$ cat config.mk
export PLATFORM = sky130hd
export DESIGN_NAME = ums_top
export DESIGN_NICKNAME = d
export VERILOG_FILES = /design/src/hw/ums_pkg.sv /design/src/hw/ums_top.sv
export SDC_FILE = /design/constraint.sdc
export NUM_CORES = 1
export LEC_CHECK = 0
export ABC_AREA = 1
export ABC_CLOCK_PERIOD_IN_PS = 1000
export BUFFER_PORTS_ARGS = -buffer_cell sky130_fd_sc_hd__buf_4
export CAP_MARGIN = 30
export CORE_MARGIN = 10
export CORE_UTILIZATION = 40
export DETAILED_ROUTE_END_ITERATION = 12
export SETUP_SLACK_MARGIN = 0.02
export SYNTH_ARGS = -nofsm -noshare
export SYNTH_HDL_FRONTEND = slang
export SYNTH_HIERARCHICAL = 1
export SYNTH_SLANG_ARGS = --single-unit
$ cat constraint.sdc
create_clock -name mclk -period 1 [get_ports mclk]
set_clock_uncertainty 0.05 [all_clocks]
set_input_delay 0.15 -clock mclk [delete_from_list [all_inputs] [get_ports mclk]]
set_output_delay 0.15 -clock mclk [all_outputs]
set_load 0.05 [all_outputs]
$ cat src/hw/ums_pkg.sv
// Package for the modem signal logic: register offsets, field positions,
// reset values and port variants.
// Assumes a single 100 MHz clock domain and a plain register port.
package ums_pkg;

  localparam int unsigned ADDR_W = 4;
  localparam int unsigned DATA_W = 8;

  // Word offsets on the register port
  localparam logic [ADDR_W-1:0] OFS_MODEM_CTRL  = 4'h4;
  localparam logic [ADDR_W-1:0] OFS_MODEM_STATE = 4'h6;
  localparam logic [ADDR_W-1:0] OFS_PORT_MODE   = 4'h8;

  // Modem control fields
  localparam int unsigned MC_TERM_READY = 0;
  localparam int unsigned MC_SEND_REQ   = 1;
  localparam int unsigned MC_LOOP       = 4;
  localparam int unsigned MC_W          = 5;

  // Port mode fields
  localparam int unsigned PM_INFRARED = 0;
  localparam int unsigned PM_W        = 1;

  // Modem state fields
  localparam int unsigned MS_CTS_CHG  = 0;
  localparam int unsigned MS_DSR_CHG  = 1;
  localparam int unsigned MS_BELL_TE  = 2;
  localparam int unsigned MS_CARRIER_CHG = 3;
  localparam int unsigned MS_CTS         = 4;
  localparam int unsigned MS_DSR         = 5;
  localparam int unsigned MS_BELL        = 6;
  localparam int unsigned MS_CARRIER     = 7;

  localparam logic [MC_W-1:0]   MC_RESET   = 5'h00;
  localparam logic [PM_W-1:0]   PM_RESET   = 1'h0;
  localparam logic [DATA_W-1:0] RD_RESET   = 8'h00;
  localparam logic [3:0]        SYNC_RESET = 4'hf;
  localparam logic [3:0]        CHG_RESET  = 4'h0;

  // Port variants
  localparam int unsigned VAR_FULL     = 0;
  localparam int unsigned VAR_WIRELESS = 1;
  localparam int unsigned VAR_BASIC    = 2;

  // Handshake inputs, active low, as they arrive
  typedef struct packed {
    logic carrier_n;
    logic bell_n;
    logic peer_ready_n;
    logic send_clear_n;
  } ums_hs_in_t;

  // Register port request
  typedef struct packed {
    logic [ADDR_W-1:0] addr;
    logic [DATA_W-1:0] wdata;
    logic              wr;
    logic              rd;
  } ums_req_t;

endpackage

$ cat src/hw/ums_top.sv
// Modem signal logic: serial line routing, handshake input status with
// change flags and interrupt request, handshake outputs from control bits.
// Assumes handshake inputs may be asynchronous, the rest synchronous to mclk; framing and baud logic sit outside.
`timescale 1ns/1ps

module ums_top #(
  parameter int unsigned VARIANT = ums_pkg::VAR_FULL
) (
  input  wire logic                        mclk,
  input  wire logic                        rst_n,
  input  wire ums_pkg::ums_req_t           reg_req,
  output logic [ums_pkg::DATA_W-1:0]       reg_rdata,
  input  wire logic                        msi_enable,
  output logic                             msi_request,
  input  wire ums_pkg::ums_hs_in_t         hs_in,
  input  wire logic                        serial_in,
  output logic                             serial_out,
  input  wire logic                        uart_tx,
  input  wire logic                        ir_tx,
  output logic                             uart_rx,
  output logic                             ir_rx,
  output logic                             terminal_ready_out_n,
  output logic                             send_request_out_n
);

  localparam bit HAS_FULL = (VARIANT == ums_pkg::VAR_FULL);
  localparam bit HAS_CTS  = (VARIANT != ums_pkg::VAR_BASIC);

  logic [ums_pkg::MC_W-1:0]   modem_ctrl;
  logic [ums_pkg::PM_W-1:0]   port_mode;
  logic [3:0]                 present_mask;
  logic [3:0]                 raw_in;
  logic [3:0]                 sync_a;
  logic [3:0]                 sync_b;
  logic [3:0]                 level_q;
  logic [3:0]                 status;
  logic [3:0]                 edge_set;
  logic [3:0]                 chg;
  logic [ums_pkg::DATA_W-1:0] state_word;
  logic [ums_pkg::DATA_W-1:0] ctrl_word;
  logic [ums_pkg::DATA_W-1:0] mode_word;
  logic [ums_pkg::DATA_W-1:0] next_rdata;
  logic                       ctrl_wr;
  logic                       mode_wr;
  logic                       state_rd;
  logic                       infrared;
  logic                       loop_mode;
  logic                       cts_edge;
  logic                       dsr_edge;
  logic                       bell_trail;
  logic                       carrier_edge;
  logic                       cts_chg;
  logic                       dsr_chg;
  logic                       bell_te;
  logic                       carrier_chg;
  logic                       flag_pending;
  logic                       next_msi;
  logic                       next_serial_out;
  logic                       next_uart_rx;
  logic                       next_ir_rx;
  logic                       next_term_n;
  logic                       next_req_n;

  // Absent pins read as inactive (high), so status stays zero
  assign present_mask = {HAS_FULL, HAS_FULL, HAS_FULL, HAS_CTS};
  assign raw_in = {hs_in.carrier_n, hs_in.bell_n,
                   hs_in.peer_ready_n, hs_in.send_clear_n} | ~present_mask;

  assign infrared  = port_mode[ums_pkg::PM_INFRARED];
  assign loop_mode = modem_ctrl[ums_pkg::MC_LOOP];
  assign ctrl_wr   = reg_req.wr && (reg_req.addr == ums_pkg::OFS_MODEM_CTRL);
  assign mode_wr   = reg_req.wr && (reg_req.addr == ums_pkg::OFS_PORT_MODE);
  assign state_rd  = reg_req.rd && (reg_req.addr == ums_pkg::OFS_MODEM_STATE);

  // Control register: terminal ready, send request and loopback bits
  always_ff @(posedge mclk) begin
    if (!rst_n) begin
      modem_ctrl <= ums_pkg::MC_RESET;
    end else if (ctrl_wr) begin
      modem_ctrl <= reg_req.wdata[ums_pkg::MC_W-1:0];
    end
  end

  // Port mode register: infrared select
  always_ff @(posedge mclk) begin
    if (!rst_n) begin
      port_mode <= ums_pkg::PM_RESET;
    end else if (mode_wr) begin
      port_mode <= reg_req.wdata[ums_pkg::PM_W-1:0];
    end
  end

  // First stage may be metastable; only the second stage reads it
  always_ff @(posedge mclk) begin
    if (!rst_n) begin
      sync_a <= ums_pkg::SYNC_RESET;
    end else begin
      sync_a <= raw_in;
    end
  end

  always_ff @(posedge mclk) begin
    if (!rst_n) begin
      sync_b <= ums_pkg::SYNC_RESET;
    end else begin
      sync_b <= sync_a;
    end
  end

  // Last settled level for change detection; glitches still count
  always_ff @(posedge mclk) begin
    if (!rst_n) begin
      level_q <= ums_pkg::SYNC_RESET;
    end else begin
      level_q <= sync_b;
    end
  end

  // Status bits, carrier/bell/dsr/cts order, complement of the pins
  assign status = ~sync_b;

  // Bell flags its trailing pin edge only, the status bit falling
  assign cts_edge     = sync_b[0] ^ level_q[0];
  assign dsr_edge     = sync_b[1] ^ level_q[1];
  assign bell_trail   = sync_b[2] & ~level_q[2];
  assign carrier_edge = sync_b[3] ^ level_q[3];
  assign edge_set     = {carrier_edge, bell_trail, dsr_edge, cts_edge};

  // One flag per input; a state read clears all of them
  ums_chg_flag #(
    .RESET_VAL (ums_pkg::CHG_RESET[0])
  ) cts_flag_i (
    .mclk  (mclk),
    .rst_n (rst_n),
    .set   (cts_edge),
    .clear (state_rd),
    .flag  (cts_chg)
  );

  ums_chg_flag #(
    .RESET_VAL (ums_pkg::CHG_RESET[1])
  ) dsr_flag_i (
    .mclk  (mclk),
    .rst_n (rst_n),
    .set   (dsr_edge),
    .clear (state_rd),
    .flag  (dsr_chg)
  );

  ums_chg_flag #(
    .RESET_VAL (ums_pkg::CHG_RESET[2])
  ) bell_flag_i (
    .mclk  (mclk),
    .rst_n (rst_n),
    .set   (bell_trail),
    .clear (state_rd),
    .flag  (bell_te)
  );

  ums_chg_flag #(
    .RESET_VAL (ums_pkg::CHG_RESET[3])
  ) carrier_flag_i (
    .mclk  (mclk),
    .rst_n (rst_n),
    .set   (carrier_edge),
    .clear (state_rd),
    .flag  (carrier_chg)
  );

  assign chg = {carrier_chg, bell_te, dsr_chg, cts_chg};

  // Level request: stays up while msi_enable is high and any flag is pending after this edge
  always_comb begin
    flag_pending = (|edge_set) || (!state_rd && (|chg));
    next_msi     = msi_enable && flag_pending;
  end

  always_ff @(posedge mclk) begin
    if (!rst_n) begin
      msi_request <= 1'b0;
    end else begin
      msi_request <= next_msi;
    end
  end

  // State word assembled from the package field positions
  always_comb begin
    state_word = ums_pkg::RD_RESET;
    state_word[ums_pkg::MS_CTS_CHG]     = chg[0];
    state_word[ums_pkg::MS_DSR_CHG]     = chg[1];
    state_word[ums_pkg::MS_BELL_TE]     = chg[2];
    state_word[ums_pkg::MS_CARRIER_CHG] = chg[3];
    state_word[ums_pkg::MS_CTS]         = status[0];
    state_word[ums_pkg::MS_DSR]         = status[1];
    state_word[ums_pkg::MS_BELL]        = status[2];
    state_word[ums_pkg::MS_CARRIER]     = status[3];
  end

  // Read-back words; bits beyond each register read zero
  always_comb begin
    ctrl_word = ums_pkg::RD_RESET;
    ctrl_word[ums_pkg::MC_W-1:0] = modem_ctrl;
    mode_word = ums_pkg::RD_RESET;
    mode_word[ums_pkg::PM_W-1:0] = port_mode;
  end

  // Register read mux; unmapped offsets read zero
  always_comb begin
    next_rdata = ums_pkg::RD_RESET;
    if (reg_req.rd) begin
      case (reg_req.addr)
        ums_pkg::OFS_MODEM_CTRL: begin
          next_rdata = ctrl_word;
        end
        ums_pkg::OFS_MODEM_STATE: begin
          next_rdata = state_word;
        end
        ums_pkg::OFS_PORT_MODE: begin
          next_rdata = mode_word;
        end
        default: begin
          next_rdata = ums_pkg::RD_RESET;
        end
      endcase
    end
  end

  // Read data stands for one cycle only
  always_ff @(posedge mclk) begin
    if (!rst_n) begin
      reg_rdata <= ums_pkg::RD_RESET;
    end else begin
      reg_rdata <= next_rdata;
    end
  end

  // Serial routing; the transmit path has no handshake gating
  always_comb begin
    next_serial_out = infrared ? ir_tx : uart_tx;
    next_uart_rx    = infrared ? 1'b1 : serial_in;
    next_ir_rx      = infrared ? serial_in : 1'b1;
  end

  // Line idles marking while held in reset
  always_ff @(posedge mclk) begin
    if (!rst_n) begin
      serial_out <= 1'b1;
    end else begin
      serial_out <= next_serial_out;
    end
  end

  always_ff @(posedge mclk) begin
    if (!rst_n) begin
      uart_rx <= 1'b1;
    end else begin
      uart_rx <= next_uart_rx;
    end
  end

  always_ff @(posedge mclk) begin
    if (!rst_n) begin
      ir_rx <= 1'b1;
    end else begin
      ir_rx <= next_ir_rx;
    end
  end

  // Handshake outputs; absent pins and loopback keep them inactive
  always_comb begin
    next_term_n = 1'b1;
    next_req_n  = 1'b1;
    if (!loop_mode) begin
      if (HAS_FULL && modem_ctrl[ums_pkg::MC_TERM_READY]) begin
        next_term_n = 1'b0;
      end
      if (HAS_CTS && modem_ctrl[ums_pkg::MC_SEND_REQ]) begin
        next_req_n = 1'b0;
      end
    end
  end

  always_ff @(posedge mclk) begin
    if (!rst_n) begin
      terminal_ready_out_n <= 1'b1;
    end else begin
      terminal_ready_out_n <= next_term_n;
    end
  end

  always_ff @(posedge mclk) begin
    if (!rst_n) begin
      send_request_out_n <= 1'b1;
    end else begin
      send_request_out_n <= next_req_n;
    end
  end

endmodule

// Change flag: set by an edge, cleared by a state read; the set wins
module ums_chg_flag #(
  parameter bit RESET_VAL = 1'b0
) (
  input  wire logic mclk,
  input  wire logic rst_n,
  input  wire logic set,
  input  wire logic clear,
  output logic      flag
);

  logic next_flag;

  always_comb begin
    next_flag = flag;
    if (clear) begin
      next_flag = 1'b0;
    end
    if (set) begin
      next_flag = 1'b1;
    end
  end

  always_ff @(posedge mclk) begin
    if (!rst_n) begin
      flag <= RESET_VAL;
    end else begin
      flag <= next_flag;
    end
  end

endmodule

==> results.toml <==
[status]
status = "complete, but fails checks"
violations = "setup timing"

[yosys]
yosysMostFrequentCell = "dfxtp_1"
syn_area_per_cell_sq_um = 8.121
synth_cell_type_count = 15
syn_inst = 165
seq_area_frac_synth_pct = 53.78
ys.warnings.count = 6
ys_async_sr_fraction_pct = 0
synth_nets = 189
ys.flop_type = "dfxtp_1"
yosysTopAreaCellShare_pct = 53.78
ys_ff_latch = 36
yosysTopAreaCell = "dfxtp_1"
yosys-top-cells-area = "dfxtp_1 54%, nand2_1 9.2%, inv_1 8.1%, nand3_1 7.1%, a21oi_1 4.1%"
synth_common_cells = "36 x dfxtp_1, 33 x nand2_1, 29 x inv_1"
synth_edf_count = 0
synth_area_sq_um = 1340

[placed_design]
post-place-ws_ns = -0.01642
dp.cells = 247
numPortBuffers = 34
placement.cell_area_sq_um = 1682
dp_hpwl_um = 2276
routabilityCongestion = 0.7870

[setup_path]
crit_chain = "buf_8"
rr_startpoint = "sync_b[3]"
crit_required_ns = 0.80
cp_slowest_cell = "dfxtp_2"
crit_arrival_ns = 0.82
path_buf_inv = 1
path_delay_family = "flip-flops"
crit_type = "reg -> out"
cp_max_fo = 1
r2r-end = "msi_request"
r2r_setup_slack_ns = 0.12
crit_path_end_kind = "output pin"
ff2ff_path_depth = 5
critPathMaxStageDelay_ns = 0.35
start_kind = "register"

[floorplan]
die_h_um = 77.88
start_util_pct = 42.84
core_area_sq_um = 3128
dieArea_sq_um = 6065
die_w_um = 77.88
ios = 38
rows = 20

[timing]
fin_tns_setup_ns = -0.08677
final.min_clock_period_ns = 1.017
max_freq_mhz = 983.2
setup_violations = 13
finalMaxSlewViolations = 0
hold_viol = 0
worst_slew_pin_slew_ns = 0.2209
worst_slack_ns = -0.01713
maxSlewHeadroom_pct = 85.25
final.period_utilization_pct = 101.7
rsz0062_at_grt = "yes"

[clocking]
clk_pin_slew_ns = 0.10
cts_tree = "done"
numCtsBuffers = 5
cts-root-buf = "clkbuf_4"
cts_max_level = 2
insertion_delay_ns = 0.32
cts-root-to-sink-buffers = 2
postCtsSetupBuffers = 0
clock_sinks = 36

[pwr]
power.switching_mw = 0.6169
pwr-share-seq_pct = 56.4
combPwrFrac_pct = 12.3
irDropWorstVdd_mv = 1.106
powerDensity_nw_per_um2 = 1352
internal_power_mw = 2.044
pwr-share-clk_pct = 31.3
netSwitchingFraction_pct = 23.19
report.power.total_mw = 2.661
p_leak_nw = 0.9243

[cells_and_area]
fin_cells = 264
antennaDiodeCount = 0
final_nets = 244
layout.filler_cells = 272
final_layout_size_suffix_gt1_share_pct = 36.82
final_area_sq_um = 1968
areaGrowthSynthToFinish_pct = 46.87

[min_path]
min_to = "modem_ctrl[3]"
hold_class = "in -> reg"
min_path_cells = 3
hold_start = "reg_req[5]"

[grt]
grt.total_usage_pct = 10.66
grtUsageMet2_pct = 18.08
grt_max_degree = 17
grtUsageMet3_pct = 4.608
grt-ovfl-total = 0
antenna_found_initial = 0
grt_pass1_wl_um = 5313
busiest_layer = "met2"
grtUsageMet1_pct = 11.16
grt_pass1_vias = 1234

[drt]
drt_first_iter_violations = 53
drt-vias-per-instance = 4.439
vias = 1172
ant_nets = 0
drc = 0
drt-total-wl_um = 2969
wl_per_cell_um = 11.25
firstDrtPassIters = 4

[flow_run]
max-cap-violations = 0
[cells in the final DEF (no fill, tap or decap)]
cell type | synthesis | final
dfxtp_2 | 0 | 16
or2_1 | 4 | 4
nand4_1 | 6 | 6
inv_1 | 29 | 28
clkbuf_4 | 0 | 5
buf_6 | 2 | 1
nand2_1 | 33 | 33
or2_2 | 5 | 5
a21oi_1 | 11 | 11
buf_4 | 0 | 29
inv_2 | 2 | 3
nand3_1 | 19 | 19
clkbuf_8 | 0 | 2
a21oi_2 | 4 | 4
nor2_4 | 3 | 3
nor2_1 | 8 | 8
buf_8 | 0 | 13
dfxtp_1 | 36 | 20
dlygate4sd3_1 | 0 | 10
[sequential cells by signal (all words and copies together) (netlist names), 4 cells and up]
register    flops
reg_rdata       8
modem_ctrl      5
level_q         4
sync_a          4
sync_b          4
[repair_timing]
item | CTS | global route
gates cloned | 0 | 0
resized for setup | 41 | 3
hold endpoints to repair | 9 | 0
setup endpoints to repair | 14 | 15
hold buffers | 10 | 0
[area by class of cell]
class / count / area, sq um / area share [%]
Inverter: 31 / 116.4 / 5.912
Tap cell: 44 / 55.05 / 2.797
Clock buffer: 7 / 65.06 / 3.306
Sequential cell: 36 / 740.7 / 37.64
Multi-Input combinational cell: 93 / 466.7 / 23.71
Timing Repair Buffer: 53 / 524.3 / 26.64
[tightest hold or removal path, stage by stage]
cell and delay [ns]:
buf_4 0.11, nand4_1 0.08, a21oi_1 0.06
[worst max path at each step]
stage / start / end / depth (start not counted)
3_3_place_gp: reg_req[13] / msi_request / 6
6_report: reg_rdata[6] / reg_rdata[6] / 1
5_1_grt: terminal_ready_out_n / terminal_ready_out_n / 1
3_5_place_dp: reg_req[13] / dsr_flag_i/flag / 7
4_1_cts: send_request_out_n / send_request_out_n / 1
2_1_floorplan: reg_req[12] / carrier_flag_i/flag / 7
[routing by layer]
metal  vias to the layer above  wire (um)  part of all wire [%]
met1                       530       1238                    42
met2                        19       1492                    50
li1                        618          -                     -
met3                         5        195                   6.6
met5                         -          0                     0
met4                         0         44                   1.5
[through the flow]
| stage | hold slack, ns | util (%) |
|---|---|---|
| floorplan | 0.2066 | - |
| global placement | 0.2867 | 53.76 |
| detailed placement | 0.2911 | 53.76 |
| CTS | 0.03694 | 62.84 |
| global route | 0.04035 | 62.92 |
| finish | 0.05054 | 62.92 |
[cells by family (layout without fill, tap and decap cells)]
logic type	after synthesis	in the layout	synth area share (%)
buffers and inverters	36	91	11.39
AOI/OAI and AO/OA	15	15	6.722
and+or+nand+nor	78	78	28.10
DFF	36	36	53.78
[power groups by stage]
| stage | Sequential [mW] | Combinational (mW) | Clock, mW |
|---|---|---|---|
| after CTS | 1.50 | 0.333 | 0.856 |
| after global routing | 1.51 | 0.361 | 0.924 |
| after detailed placement | 1.53 | 0.288 | 0 |
| after floorplan | 1.55 | 0.134 | 0 |
| final | 1.50 | 0.329 | 0.832 |
| after global placement | 1.53 | 0.281 | 0 |
(Power assumes the default switching activity.)
